==> src/hdl/cfe_map.svh <==
// Purpose: register offsets, field positions, reset values and timing counts
// Assumes: byte offsets on a 32-bit Avalon-MM slave, one register per word
// Notes: definitions only
`ifndef CFE_MAP_SVH
`define CFE_MAP_SVH

// Register byte offsets
`define CFE_OFS_STATUS 8'h00
`define CFE_OFS_FILLA_LO 8'h04
`define CFE_OFS_FILLA_HI 8'h08
`define CFE_OFS_SYNDROME 8'h0C
`define CFE_OFS_ERRA_LO 8'h10
`define CFE_OFS_ERRA_HI 8'h14
`define CFE_OFS_DCSTAT 8'h18
`define CFE_OFS_TAG 8'h1C
`define CFE_OFS_CTRL 8'h20
`define CFE_OFS_CONFIG 8'h24

// Status field positions
`define CFE_ST_TAGADR 0
`define CFE_ST_TAGCTL 1
`define CFE_ST_HARD 2
`define CFE_ST_SOFT 3
`define CFE_ST_CMD_LSB 4
`define CFE_ST_FECC 8
`define CFE_ST_FPAR 9
`define CFE_ST_FIRD 10
`define CFE_ST_QW_LSB 11
`define CFE_ST_SEO 13

// Control and config field positions
`define CFE_CTRL_PARITY 0
`define CFE_CFG_WIDE 4
`define CFE_CFG_RATIO_LSB 8

// Reset-time strap positions on the interrupt request inputs
`define CFE_STRAP_WIDE 5
`define CFE_STRAP_DIV_MSB 2

// Reset values and widths
`define CFE_CTRL_RESET 1'b0
`define CFE_TAG_W 24
`define CFE_RATIO_MIN 4'h2
`define CFE_RATIO_MAX 4'h8

`endif

==> src/hdl/cfe_pkg.sv <==
// Purpose: types shared by the fill error capture block
// Assumes: constants live in cfe_map.svh
// Notes: event carriers are one-cycle qualified by their valid bit (done for the probe)
`include "cfe_map.svh"

package cfe_pkg;

  typedef enum logic [1:0] {
    BUS_IDLE = 2'b01,
    BUS_ACK = 2'b10
  } cfe_bus_st_t;

  // One completed cache fill, erroneous or not
  typedef struct packed {
    logic valid;
    logic istream;
    logic eccErr;
    logic parErr;
    logic extCacheUsed;
    logic [33:5] blockAddr;
    logic [4:2] loadAddr;
    logic [1:0] badQuadword;
    logic [13:0] syndrome;
    logic parLowBad;
    logic parHighBad;
    logic [4:0] destinationRegister;
    logic longwordLoad;
    logic lockedLoad;
    logic integerLoad;
    logic legacyFloatFormat;
  } cfe_fill_t;

  // End of an external cache tag probe
  typedef struct packed {
    logic done;
    logic addrParErr;
    logic ctlParErr;
    logic [`CFE_TAG_W-1:0] result;
    logic [33:5] addr;
  } cfe_probe_t;

  // End of a system transaction
  typedef struct packed {
    logic valid;
    logic softErrorAcknowledge;
    logic hardErrorAcknowledge;
    logic [2:0] cycleRequestCode;
    logic [33:5] addr;
  } cfe_cycle_t;

endpackage

==> src/hdl/cfe_capture.sv <==
// Purpose: capture and report cache fill, tag parity and system bus errors
// Assumes: events arrive synchronous to mclk; straps held one cycle past reset
// Notes: registers reached over Avalon-MM, one wait cycle on every access
//
// How it works
// (RQ1) Instruction fill error: write unchanged, validate, machine check
// (RQ2) Data fill error: write unchanged, validate, machine check
// (RQ3) ECC fill error sets flag, stream bit, overflow
// (RQ4) Capture block address and bad quadword index
// (RQ5) Data fills keep load address bits four..two
// (RQ6) ECC fill error captures failing quadword syndrome
// (RQ7) Parity mode syndrome marks bad longwords
// (RQ8) Parity fill errors only in parity mode
// (RQ9) Bus address and low status unpredictable after fill
// (RQ10) Data fill captures destination register and load type
// (RQ11) Tag register keeps probe result if cache used
// (RQ12) Tag address parity: miss, flag, address, check
// (RQ13) Tag control parity: force miss, flag, capture, check
// (RQ14) Soft acknowledge: corrected-read interrupt, flag, command, address
// (RQ15) Hard acknowledge: machine check, flag, command, address
// (RQ16) Bus width and clock ratio set at reset
// (RQ17) External logic straps bus width during reset
// (RQ18) External logic straps divisor code during reset
// (RQ19) System ignores address bit three when wide
// (RQ20) System returns three-bit read data acknowledge
// (RQ21) Captured state locked until software unlock access
//
// The Avalon-MM interface to the registers and the register addresses were decided locally.
`timescale 1ns/100ps
`default_nettype none
`include "cfe_map.svh"

module cfe_capture
  import cfe_pkg::*;
#(
  parameter int BLOCK_W = 256
) (
  // Clock and reset
  input wire logic mclk,
  input wire logic arst_n,
  // Avalon-MM slave
  input wire logic [7:0] avs_address,
  input wire logic avs_read,
  input wire logic avs_write,
  input wire logic [31:0] avs_writedata,
  input wire logic [3:0] avs_byteenable,
  output logic [31:0] avs_readdata,
  output logic avs_waitrequest,
  // Reset-time configuration straps
  input wire logic [5:0] cfgStrap,
  // Fill, probe and transaction events
  input wire cfe_fill_t fillEvt,
  input wire logic [BLOCK_W-1:0] fillData,
  input wire cfe_probe_t probeEvt,
  input wire cfe_cycle_t cycleEvt,
  // Cache writes
  output logic icacheFillWrite,
  output logic dcacheFillWrite,
  output logic fillMarkValid,
  output logic [BLOCK_W-1:0] fillBlockOut,
  // Error signalling
  output logic machineCheck,
  output logic correctedReadInterrupt,
  output logic forceExternalMiss,
  // Interface configuration
  output logic busWide128,
  output logic [3:0] sysClockRatio
);

  // Refused at elaboration, not at run time:
  // the fill block moves in whole quadwords
  if (BLOCK_W < 64 || (BLOCK_W % 64) != 0) begin : gBadBlockW
    $error("BLOCK_W must be a nonzero multiple of 64");
  end

  typedef struct packed {
    cfe_bus_st_t busSt;
    logic waitReq;
    logic [31:0] rdata;
    logic cfgDone;
    logic wide;
    logic [3:0] ratio;
    logic parityMode;
    logic fillLock;
    logic fillEcc;
    logic fillPar;
    logic fillIrd;
    logic fillSeo;
    logic [1:0] qw;
    logic [33:2] fillAddr;
    logic [13:0] syn;
    logic busLock;
    logic tagAdrPar;
    logic tagCtlPar;
    logic softErr;
    logic hardErr;
    logic [2:0] cmd;
    logic [33:5] busAddr;
    logic [8:0] dcStat;
    logic tagLock;
    logic [`CFE_TAG_W-1:0] tag;
    logic mchk;
    logic corrected_read_interrupt;
    logic forceMiss;
    logic icWr;
    logic dcWr;
    logic markValid;
    logic [BLOCK_W-1:0] block;
  } cfe_state_t;

  cfe_state_t s_q;
  cfe_state_t s_d;

  // Reset release through two flops; only the second is used
  logic [1:0] rstSync_q;
  logic rst_n;

  always_ff @(posedge mclk or negedge arst_n) begin
    if (!arst_n) begin
      rstSync_q <= 2'b00;
    end else begin
      rstSync_q <= {rstSync_q[0], 1'b1};
    end
  end

  assign rst_n = rstSync_q[1];

  // Divisor code to ratio: 0..6 give 2..8, 7 also gives 8
  function automatic logic [3:0] divRatio(input logic [2:0] code);
    logic [3:0] r;
    r = `CFE_RATIO_MIN + {1'b0, code};
    if (r > `CFE_RATIO_MAX) begin
      r = `CFE_RATIO_MAX;
    end
    return r;
  endfunction

  function automatic logic [31:0] statusWord(input cfe_state_t st);
    logic [31:0] w;
    w = 32'h0000_0000;
    w[`CFE_ST_TAGADR] = st.tagAdrPar;
    w[`CFE_ST_TAGCTL] = st.tagCtlPar;
    w[`CFE_ST_HARD] = st.hardErr;
    w[`CFE_ST_SOFT] = st.softErr;
    w[`CFE_ST_CMD_LSB +: 3] = st.cmd;
    w[`CFE_ST_FECC] = st.fillEcc;
    w[`CFE_ST_FPAR] = st.fillPar;
    w[`CFE_ST_FIRD] = st.fillIrd;
    w[`CFE_ST_QW_LSB +: 2] = st.qw;
    w[`CFE_ST_SEO] = st.fillSeo;
    return w;
  endfunction

  function automatic logic [31:0] regRead(input cfe_state_t st, input logic [7:0] a);
    logic [31:0] w;
    w = 32'h0000_0000;
    case (a)
      `CFE_OFS_STATUS: w = statusWord(st);
      `CFE_OFS_FILLA_LO: w = {st.fillAddr[31:2], 2'h0};
      `CFE_OFS_FILLA_HI: w = {30'h0000_0000, st.fillAddr[33:32]};
      `CFE_OFS_SYNDROME: w = {18'h0_0000, st.syn};
      `CFE_OFS_ERRA_LO: w = {st.busAddr[31:5], 5'h00};
      `CFE_OFS_ERRA_HI: w = {30'h0000_0000, st.busAddr[33:32]};
      `CFE_OFS_DCSTAT: w = {23'h00_0000, st.dcStat};
      `CFE_OFS_TAG: w = {{(32 - `CFE_TAG_W){1'b0}}, st.tag};
      `CFE_OFS_CTRL: w = {31'h0000_0000, st.parityMode};
      `CFE_OFS_CONFIG: begin
        w[`CFE_CFG_WIDE] = st.wide;
        w[`CFE_CFG_RATIO_LSB +: 4] = st.ratio;
      end
      default: w = 32'h0000_0000;
    endcase
    return w;
  endfunction

  logic accRd;
  logic accWr;
  logic fillErr;

  always_comb begin
    s_d = s_q;
    accRd = (s_q.busSt == BUS_ACK) && avs_read;
    accWr = (s_q.busSt == BUS_ACK) && avs_write;
    fillErr = fillEvt.valid && (s_q.parityMode ? fillEvt.parErr : fillEvt.eccErr); // RQ8

    // Slave: request seen in IDLE, answered one cycle later
    case (s_q.busSt)
      BUS_IDLE: begin
        s_d.waitReq = 1'b1;
        if (avs_read || avs_write) begin
          s_d.busSt = BUS_ACK;
          s_d.waitReq = 1'b0;
          s_d.rdata = regRead(s_q, avs_address);
        end
      end
      BUS_ACK: begin
        s_d.busSt = BUS_IDLE;
        s_d.waitReq = 1'b1;
      end
      default: begin
        s_d.busSt = BUS_IDLE;
        s_d.waitReq = 1'b1;
      end
    endcase

    // Pulses
    s_d.mchk = 1'b0;
    s_d.corrected_read_interrupt = 1'b0;
    s_d.forceMiss = 1'b0;
    s_d.icWr = 1'b0;
    s_d.dcWr = 1'b0;
    s_d.markValid = 1'b0;

    // Straps taken on the first edge after reset release
    if (!s_q.cfgDone) begin
      s_d.cfgDone = 1'b1;
      s_d.wide = cfgStrap[`CFE_STRAP_WIDE]; // RQ16
      s_d.ratio = divRatio(cfgStrap[`CFE_STRAP_DIV_MSB:0]); // RQ16
    end

    // Software writes and unlocks; events below run after so a set wins
    if (accWr && avs_address == `CFE_OFS_CTRL && avs_byteenable[0]) begin
      s_d.parityMode = avs_writedata[`CFE_CTRL_PARITY];
    end
    if (accWr && avs_address == `CFE_OFS_TAG) begin
      s_d.tagLock = 1'b0; // RQ21
    end
    if (accRd && avs_address == `CFE_OFS_FILLA_LO) begin
      s_d.fillLock = 1'b0; // RQ21
      s_d.fillEcc = 1'b0;
      s_d.fillPar = 1'b0;
      s_d.fillIrd = 1'b0;
      s_d.fillSeo = 1'b0;
    end
    if (accRd && avs_address == `CFE_OFS_STATUS) begin
      s_d.busLock = 1'b0; // RQ21
      s_d.tagAdrPar = 1'b0;
      s_d.tagCtlPar = 1'b0;
      s_d.softErr = 1'b0;
      s_d.hardErr = 1'b0;
    end

    // Every fill block goes to its cache as delivered and is validated
    if (fillEvt.valid) begin
      s_d.icWr = fillEvt.istream; // RQ1
      s_d.dcWr = !fillEvt.istream; // RQ2
      s_d.markValid = 1'b1;
      s_d.block = fillData;
    end

    // Tag register follows every probe until locked
    if (probeEvt.done && !s_d.tagLock) begin
      s_d.tag = probeEvt.result;
    end

    if (fillErr) begin
      s_d.mchk = 1'b1; // RQ1 RQ2
      if (s_d.fillLock) begin
        s_d.fillSeo = 1'b1; // RQ3
      end else begin
        s_d.fillLock = 1'b1; // RQ21
        s_d.fillEcc = !s_q.parityMode; // RQ3
        s_d.fillPar = s_q.parityMode; // RQ8
        s_d.fillIrd = fillEvt.istream; // RQ3 RQ8
        s_d.fillSeo = 1'b0;
        s_d.qw = fillEvt.badQuadword; // RQ4
        s_d.fillAddr[33:5] = fillEvt.blockAddr; // RQ4
        // Instruction fills leave the low bits meaningless; zero is kept
        s_d.fillAddr[4:2] = fillEvt.istream ? 3'h0 : fillEvt.loadAddr; // RQ5
        if (s_q.parityMode) begin
          s_d.syn = {6'h00, fillEvt.parHighBad, 6'h00, fillEvt.parLowBad}; // RQ7
        end else begin
          s_d.syn = fillEvt.syndrome; // RQ6
        end
        // Bus address and low status are left alone, software ignores them
        if (!fillEvt.istream) begin
          s_d.dcStat = {fillEvt.destinationRegister, fillEvt.longwordLoad,
                        fillEvt.lockedLoad, fillEvt.integerLoad,
                        fillEvt.legacyFloatFormat}; // RQ10 RQ9
        end
      end
      if (fillEvt.extCacheUsed) begin
        s_d.tagLock = 1'b1; // RQ11
      end
    end

    if (probeEvt.done && (probeEvt.addrParErr || probeEvt.ctlParErr)) begin
      s_d.mchk = 1'b1; // RQ12 RQ13
      s_d.forceMiss = 1'b1; // RQ12 RQ13
      s_d.tagLock = 1'b1; // RQ13
      if (probeEvt.addrParErr) begin
        s_d.tagAdrPar = 1'b1; // RQ12
      end
      if (probeEvt.ctlParErr) begin
        s_d.tagCtlPar = 1'b1; // RQ13
      end
      if (!s_d.busLock) begin
        s_d.busLock = 1'b1; // RQ21
        s_d.busAddr = probeEvt.addr; // RQ12 RQ13
      end
    end

    if (cycleEvt.valid && (cycleEvt.softErrorAcknowledge || cycleEvt.hardErrorAcknowledge)) begin
      if (cycleEvt.softErrorAcknowledge) begin
        s_d.corrected_read_interrupt = 1'b1; // RQ14
        s_d.softErr = 1'b1; // RQ14
      end
      if (cycleEvt.hardErrorAcknowledge) begin
        s_d.mchk = 1'b1; // RQ15
        s_d.hardErr = 1'b1; // RQ15
      end
      // A probe error in the same cycle keeps the address slot first
      if (!s_d.busLock) begin
        s_d.busLock = 1'b1; // RQ21
        s_d.cmd = cycleEvt.cycleRequestCode; // RQ14 RQ15
        s_d.busAddr = cycleEvt.addr; // RQ14 RQ15
      end
    end
  end

  always_ff @(posedge mclk or negedge rst_n) begin
    if (!rst_n) begin
      s_q <= '0;
      s_q.busSt <= BUS_IDLE;
      s_q.waitReq <= 1'b1;
      s_q.ratio <= `CFE_RATIO_MAX;
      s_q.parityMode <= `CFE_CTRL_RESET;
    end else begin
      s_q <= s_d;
    end
  end

  assign avs_readdata = s_q.rdata;
  assign avs_waitrequest = s_q.waitReq;
  assign icacheFillWrite = s_q.icWr;
  assign dcacheFillWrite = s_q.dcWr;
  assign fillMarkValid = s_q.markValid;
  assign fillBlockOut = s_q.block;
  assign machineCheck = s_q.mchk;
  assign correctedReadInterrupt = s_q.corrected_read_interrupt;
  assign forceExternalMiss = s_q.forceMiss;
  assign busWide128 = s_q.wide;
  assign sysClockRatio = s_q.ratio;

endmodule // cfe_capture

`default_nettype wire

==> config.mk <==
export PLATFORM = sky130hd
export DESIGN_NAME = cfe_capture
export DESIGN_NICKNAME = d
export VERILOG_FILES = /design/src/hdl/cfe_pkg.sv /design/src/hdl/cfe_capture.sv
export VERILOG_INCLUDE_DIRS = /design/src /design/src/hdl
export SDC_FILE = /design/constraint.sdc
export NUM_CORES = 1
export LEC_CHECK = 0
export BUFFER_PORTS_ARGS = -buffer_cell sky130_fd_sc_hd__buf_2
export CAP_MARGIN = 20
export CORE_AREA = 4 4 297 299
export DETAILED_ROUTE_END_ITERATION = 10
export DIE_AREA = 0 0 301 303
export SYNTH_ARGS = -nofsm -noshare
export SYNTH_HDL_FRONTEND = slang
export SYNTH_SLANG_ARGS = --single-unit
==> constraint.sdc <==
create_clock -name mclk -period 16.9 [get_ports mclk]
set_input_delay 1.69 -clock mclk [delete_from_list [all_inputs] [get_ports mclk]]
set_output_delay 1.69 -clock mclk [all_outputs]
set_load 0.05 [all_outputs]
==> results.py, run 1 <==
metrics = {
    "synthesis": {
        "netlist.area_leader.share_pct": 55.3,
        "synth-edff-count": 0,
        "synth-async-reset-ratio_pct": 100,
        "ys.flop_type": "sky130_fd_sc_hd__dfrtp_1",
        "synth_cells": 1522,
        "synth_warnings": 0,
        "ys_ff_latch": 430,
        "synth_sequential_area_ratio_pct": 55.7,
        "cell_type_with_the_highest_aggregate_area_in_the_netlist": "sky130_fd_sc_hd__dfrtp_1",
        "average_size_of_a_mapped_cell_um2": 12.7,
        "synth.top_cells.by_area": "sky130_fd_sc_hd__dfrtp_1 55%, sky130_fd_sc_hd__mux2_2 20%, sky130_fd_sc_hd__buf_4 11%",
        "synthesis.area_um2": 19300,
        "post_synth_num_cell_types": 57,
    },
    "critical_path": {
        "critPathRequiredTime_ps": 17360,
        "worstSetupEndpointType": "register",
        "critical_path.top_delay_family": "simple AND/OR/NAND/NOR gates",
        "path_cells": "buf_2, or4b_1, o31ai_4, nand3_4, mux2_2",
        "regToRegSetupSlack_ps": 14240,
        "critical_path.max_stage_delay_ps": 770,
        "start_kind": "primary input",
        "cpMaxStageDelayCell": "sky130_fd_sc_hd__nand3_4",
        "cp_data_arrival_time_ps": 4610,
        "worstPathMaxFanout": 71,
        "critPathBufInv": 1,
        "worst-setup-path-type": "in -> reg",
    },
    "detailed_routing": {
        "met3WireLength_um": 6190,
        "drt_iter0_drc": 722,
        "drt-pass1-iter-count": 5,
        "drcViolationCount": 0,
        "wl_met1_um": 24200,
        "dr_wl_met2_um": 31300,
        "drt-vias-per-instance": 4.10,
        "highest_layer": "met5",
        "drt-wirelength-per-cell_um": 20.1,
        "num_vias": 12900,
        "drt.antenna.violating_nets": 0,
        "finalWirelength_um": 63200,
    },
    "final_layout": {
        "most-common-layout-cells": "727 x sky130_fd_sc_hd__buf_2, 426 x sky130_fd_sc_hd__dfrtp_1, 335 x sky130_fd_sc_hd__mux2_2, 72 x sky130_fd_sc_hd__nand2_1, 61 x sky130_fd_sc_hd__nor2_1",
        "final-instance-count-excl-fill": 3146,
        "design_area_um2": 23800,
        "filler_cell_count": 8977,
        "most_frequent_standard_cell_in_the_layout_excluding_fill_and_tap_cells": "sky130_fd_sc_hd__buf_2",
        "finalNetCount": 2424,
        "seqCellArea_um2": 10800,
        "multi_input_comb_area_um2": 6070,
        "area_growth_syn_to_layout_pct": 23.2,
        "post-route-util_pct": 27.9,
        "final_layout_size_suffix_gt1_share_pct": 59.3,
    },
    "sta": {
        "period_utilization_pct": 24.6,
        "tightest_slew_ps": 1070,
        "finalSetupTns_ps": 0,
        "timing_max_transition_violations_final": 0,
        "tightest_slew_margin_relative_to_the_limit_pct": 28.8,
        "post-route-min-period_ps": 4160,
        "maxClockFrequency_mhz": 241,
        "setup_viol": 0,
        "grt_setup_unrepaired": "false",
        "skew_ps": 26.1,
        "finalHoldViolCount": 0,
    },
    "grt": {
        "global_route.overflow_total": 0,
        "grt_pass1_vias": 13600,
        "number_of_antenna_violations_at_the_first_check_in_global_routing": 24,
        "grt_max_degree": 84,
        "grt_first_pass_wirelength_um": 89300,
        "grt.total_usage_pct": 13.1,
    },
    "clocking": {
        "ctsHoldBuffers": 0,
        "cts_bufs_inserted": 50,
        "cts_tree": "built",
        "clock_tree.htree_level_count": 2,
        "post_cts_setup_bufs": 0,
        "cts_root_buffer": "sky130_fd_sc_hd__clkbuf_16",
        "post_cts_resize_count": 0,
        "worst_skew_pair_latency_ps": 590,
        "numClockSinks": 430,
        "cts.reportedPaths.clkPinSlew_ps": 60,
        "cts_max_path_buffers": 3,
    },
    "floorplanning": {
        "start_util_pct": 22.7,
        "dieHeight_um": 303,
        "floorplan.rows": 107,
        "io_pins": 765,
        "placeableCoreArea_um2": 85100,
        "floorplan.die_area_um2": 91200,
        "dieWidth_um": 301,
    },
    "power": {
        "power_density_nw_per_um2": 126,
        "vdd_drop_max_mv": 0.0748,
        "cellLeakagePower_nw": 11.1,
    },
    "outcome": {
        "status": "finished clean",
    },
    "placed_design": {
        "postPlaceCellArea_um2": 22100,
        "buffer_ports.inserted": 728,
        "routability_congestion_estimate": 0.784,
        "dp_hpwl_um": 48300,
        "place_inst": 3048,
    },
    "run": {
        "cap_violations": 0,
    },
    "min_path": {
        "min_path_type": "reg -> reg",
    },
}
[worst paths after layout]
kind / start / to / depth (start not counted)
max: avs_address[2] / s_q[365] / 5
min: rstSync_q[0] / rstSync_q[1] / 0
max reg2reg: rstSync_q[1] / s_q[375] / 2
min reg2reg: rstSync_q[0] / rstSync_q[1] / 0
max in group asynchronous: rstSync_q[1] / s_q[375] / 2
min in group asynchronous: rstSync_q[1] / fillBlockOut[112] / 0
[metrics by stage]
stage          power [mW]  hold slack, ps  setup slack (ps)
6_report             2.99             351             12740
3_3_place_gp         1.91             336             12150
5_1_grt              3.13             365             12620
4_1_cts              3.05             355             12790
3_5_place_dp         1.92             342             12140
2_1_floorplan        1.81             331              4030
[kinds of logic after synthesis]
family	count (synthesis)	synth area share (%)
DFF	430	55.7
muxes	352	20.5
buffers and inverters	371	13.0
AOI/OAI and AO/OA	186	6.38
and+or+nand+nor	180	4.24
other	1	0.0194
adders and majority gates	2	0.130
[area by class of cell]
type                       instances  area share [%]
tap                             1144            6.02
antenna                            7          0.0736
timing repair buffer             747            16.0
clock inverter                    18            1.01
clock buffer                      72            5.94
sequential                       430            45.3
inverter                           6          0.0947
multi-input combinational        722            25.5
[cells in the mapped netlist, types with 2 or more instances]
cell type / count
sky130_fd_sc_hd__o32ai_1: 2
sky130_fd_sc_hd__nand3b_1: 2
sky130_fd_sc_hd__a221oi_1: 10
sky130_fd_sc_hd__nor3_1: 4
sky130_fd_sc_hd__a21oi_2: 10
sky130_fd_sc_hd__dfrtp_1: 427
sky130_fd_sc_hd__o2bb2ai_1: 5
sky130_fd_sc_hd__nor3b_1: 2
sky130_fd_sc_hd__ha_1: 2
sky130_fd_sc_hd__a31oi_1: 2
sky130_fd_sc_hd__dfstp_2: 3
sky130_fd_sc_hd__a211oi_1: 2
sky130_fd_sc_hd__or4_1: 2
sky130_fd_sc_hd__nand2b_1: 5
sky130_fd_sc_hd__clkbuf_1: 52
sky130_fd_sc_hd__a22oi_1: 5
sky130_fd_sc_hd__nand3_1: 11
sky130_fd_sc_hd__buf_2: 12
sky130_fd_sc_hd__inv_1: 6
sky130_fd_sc_hd__o21ai_0: 51
sky130_fd_sc_hd__o31ai_1: 3
sky130_fd_sc_hd__a21oi_1: 39
sky130_fd_sc_hd__nor2_1: 61
sky130_fd_sc_hd__o22ai_1: 31
sky130_fd_sc_hd__nand4b_1: 3
sky130_fd_sc_hd__nand2_1: 72
sky130_fd_sc_hd__buf_1: 7
sky130_fd_sc_hd__o31ai_4: 2
sky130_fd_sc_hd__a32o_1: 10
sky130_fd_sc_hd__a311oi_1: 2
sky130_fd_sc_hd__and3_1: 3
sky130_fd_sc_hd__buf_4: 293
sky130_fd_sc_hd__mux2i_1: 16
sky130_fd_sc_hd__mux2_2: 335
sky130_fd_sc_hd__and2_1: 3
sky130_fd_sc_hd__a32oi_1: 3
sky130_fd_sc_hd__a22o_1: 4
[state kept, by name, indices dropped and copies added, names as in the netlist, 2 cells and up]
name / flops
avs_readdata: 32
fillBlockOut: 256
rstSync_q: 2
s_q: 128
sysClockRatio: 4
[routing by layer]
metal / vias to the layer above / track usage [%]
li1: 5904 / -
met1: 6377 / 15.8
met2: 501 / 22.4
met3: 102 / 4.57
met4: 18 / 3.41
met5: - / 0
[power breakdown]
group | leakage [nW] | switching [mW] | total, mW | internal (mW)
sequential | 5.14 | 0.0680 | 1.23 | 1.16
clock | 0.813 | 0.444 | 1.10 | 0.657
combinational | 5.16 | 0.463 | 0.664 | 0.201
total | 11.1 | 0.976 | 2.99 | 2.02
(Power assumes the default switching activity.)
==> inputs of run 2 (changes only) <==
- CORE_AREA: 4 4 297 299 -> 4 4 296 298
- DIE_AREA: 0 0 301 303 -> 0 0 300 302
- clock period: 16.9 -> 3.3 ns (I/O delays scaled with it)
==> results.py, run 2 (synthesis gave the netlist of run 1 again) <==
metrics = {
    "outcome": {
        "status": "finished clean",
    },
    "clocking": {
        "post_cts_resize_count": 0,
        "cts.reportedPaths.clkPinSlew_ps": 60,
        "post_cts_setup_bufs": 0,
        "numClockSinks": 430,
        "cts_bufs_inserted": 49,
        "cts_tree": "built",
        "cts_max_path_buffers": 3,
        "clock_tree.htree_level_count": 2,
        "worst_skew_pair_latency_ps": 600,
        "cts_root_buffer": "sky130_fd_sc_hd__clkbuf_16",
    },
    "sta": {
        "post-route-min-period_ps": 2300,
        "finalSetupTns_ps": 0,
        "skew_ps": 33.1,
        "grt_setup_unrepaired": "false",
        "setup_viol": 0,
        "tightest_slew_margin_relative_to_the_limit_pct": 33.2,
        "final_hold_slack_ps": 41.6,
        "timing_max_transition_violations_final": 0,
        "tightest_slew_ps": 1000,
        "maxClockFrequency_mhz": 434,
        "period_utilization_pct": 69.8,
        "finalHoldViolCount": 0,
    },
    "grt": {
        "grt_pass1_vias": 16000,
        "grt_first_pass_wirelength_um": 97900,
        "global_route.overflow_total": 0,
        "grt_max_degree": 109,
        "number_of_antenna_violations_at_the_first_check_in_global_routing": 19,
        "grt.total_usage_pct": 14.1,
    },
    "floorplanning": {
        "dieWidth_um": 300,
        "start_util_pct": 22.8,
        "io_pins": 765,
        "dieHeight_um": 302,
        "floorplan.die_area_um2": 90600,
        "floorplan.rows": 107,
        "placeableCoreArea_um2": 84900,
    },
    "detailed_routing": {
        "num_vias": 14600,
        "drcViolationCount": 0,
        "drt-vias-per-instance": 4.14,
        "finalWirelength_um": 67100,
        "drt_iter0_drc": 812,
        "drt-wirelength-per-cell_um": 19.0,
        "drt-pass1-iter-count": 5,
        "drt.antenna.violating_nets": 0,
    },
    "critical_path": {
        "worst_setup_path_endpoint": "s_q[306]",
        "critPathRequiredTime_ps": 3800,
        "worstSetupEndpointType": "register",
        "critical_path.max_stage_delay_ps": 580,
        "critical_path.top_delay_family": "buffers and inverters",
        "reg2reg_from": "s_q[426]",
        "reg2regPathDepth": 4,
        "worst-setup-path-type": "in -> reg",
        "crit_path_start": "cycleEvt[32]",
        "crit_cells": 7,
        "cpMaxStageDelayCell": "sky130_fd_sc_hd__nand2b_2",
        "worstPathMaxFanout": 18,
        "regToRegSetupSlack_ps": 1260,
        "path_cells": "dlygate4sd3_1, buf_2, o21ai_0, nand2b_2, buf_4, o22ai_1, a21oi_1",
        "critPathBufInv": 3,
        "crit-reg2reg-capture": "s_q[291]",
        "cp_data_arrival_time_ps": 2800,
        "start_kind": "primary input",
    },
    "placed_design": {
        "routability_congestion_estimate": 0.844,
        "dp_hpwl_um": 49200,
        "buffer_ports.inserted": 728,
    },
    "power": {
        "vdd_drop_max_mv": 0.424,
        "power_density_nw_per_um2": 581,
        "cellLeakagePower_nw": 12.8,
        "design_power_total_mw": 16.1,
    },
    "final_layout": {
        "finalNetCount": 2795,
        "area_growth_syn_to_layout_pct": 43.3,
        "final_layout_size_suffix_gt1_share_pct": 51.3,
        "largest_register_ff_count": 256,
        "multi_input_comb_area_um2": 6070,
        "most_frequent_standard_cell_in_the_layout_excluding_fill_and_tap_cells": "sky130_fd_sc_hd__buf_2",
        "most-common-layout-cells": "727 x sky130_fd_sc_hd__buf_2, 426 x sky130_fd_sc_hd__dfrtp_1, 346 x sky130_fd_sc_hd__dlygate4sd3_1, 335 x sky130_fd_sc_hd__mux2_2, 72 x sky130_fd_sc_hd__nand2_1",
        "seqCellArea_um2": 10800,
        "filler_cell_count": 8453,
    },
    "run": {
        "cap_violations": 0,
    },
    "min_path": {
        "min_path_type": "in -> reg",
    },
}
[run 2: cell type report]
type,instances,share of cell area (%)
diodes,10,0.0905
repair buffers,1119,27.4
clock buffers,75,5.40
multi-input cells,722,22.0
flip-flops and latches,430,38.9
clock inverters,16,1.02
well taps,1144,5.17
inverters,6,0.0814
[run 2: timing repair]
item / in CTS / in global routing
setup endpoints to repair: 0 / 0
hold endpoints to repair: 347 / 0
hold buffers: 346 / 0
[run 2: layer usage]
layer  vias up  global-route usage (%)  share of wire (%)
li1       6635                       -                  -
met1      7243                    16.6                 39
met2       554                    24.8                 50
met3       130                    4.36                7.8
met4        18                    4.45                3.1
met5         -                       0               0.15
[run 2: report_power, final]
group	leakage (nW)	switching, mW	internal (mW)
clock	0.879	2.30	3.67
sequential	5.14	0.374	5.93
combinational	6.77	2.46	1.33
total	12.8	5.14	10.9
[run 2: worst min-delay path by stage]
stage                  startpoint  cells past startpoint                 to  slack, ps
detailed placement         arst_n                      1       rstSync_q[0]        120
CTS                   fillEvt[27]                      3           s_q[347]          2
global route        fillData[175]                      2  fillBlockOut[175]          3
global placement           arst_n                      1       rstSync_q[0]        120
floorplan                  arst_n                      0       rstSync_q[0]         30
finish                fillEvt[27]                      3           s_q[347]         40
[run 2: worst register-to-register path, cell delays in order, from the launching register on]
cell and delay (ps):
sky130_fd_sc_hd__dfstp_2 380, sky130_fd_sc_hd__nand3b_1 310, sky130_fd_sc_hd__o31ai_4 430, sky130_fd_sc_hd__nand4_2 380
sky130_fd_sc_hd__mux2_2 430
[run 2: stage by stage]
step	utilization, %	worst slack, ps	std cells	area [µm²]
final	32.6	996	3522	27700
after global routing	32.6	901	3515	27600
after detailed placement	26.4	726	3075	22400
after global placement	26.4	772	3075	22400
after floorplan	-	-912	1523	19300
after CTS	32.6	1070	3512	27600
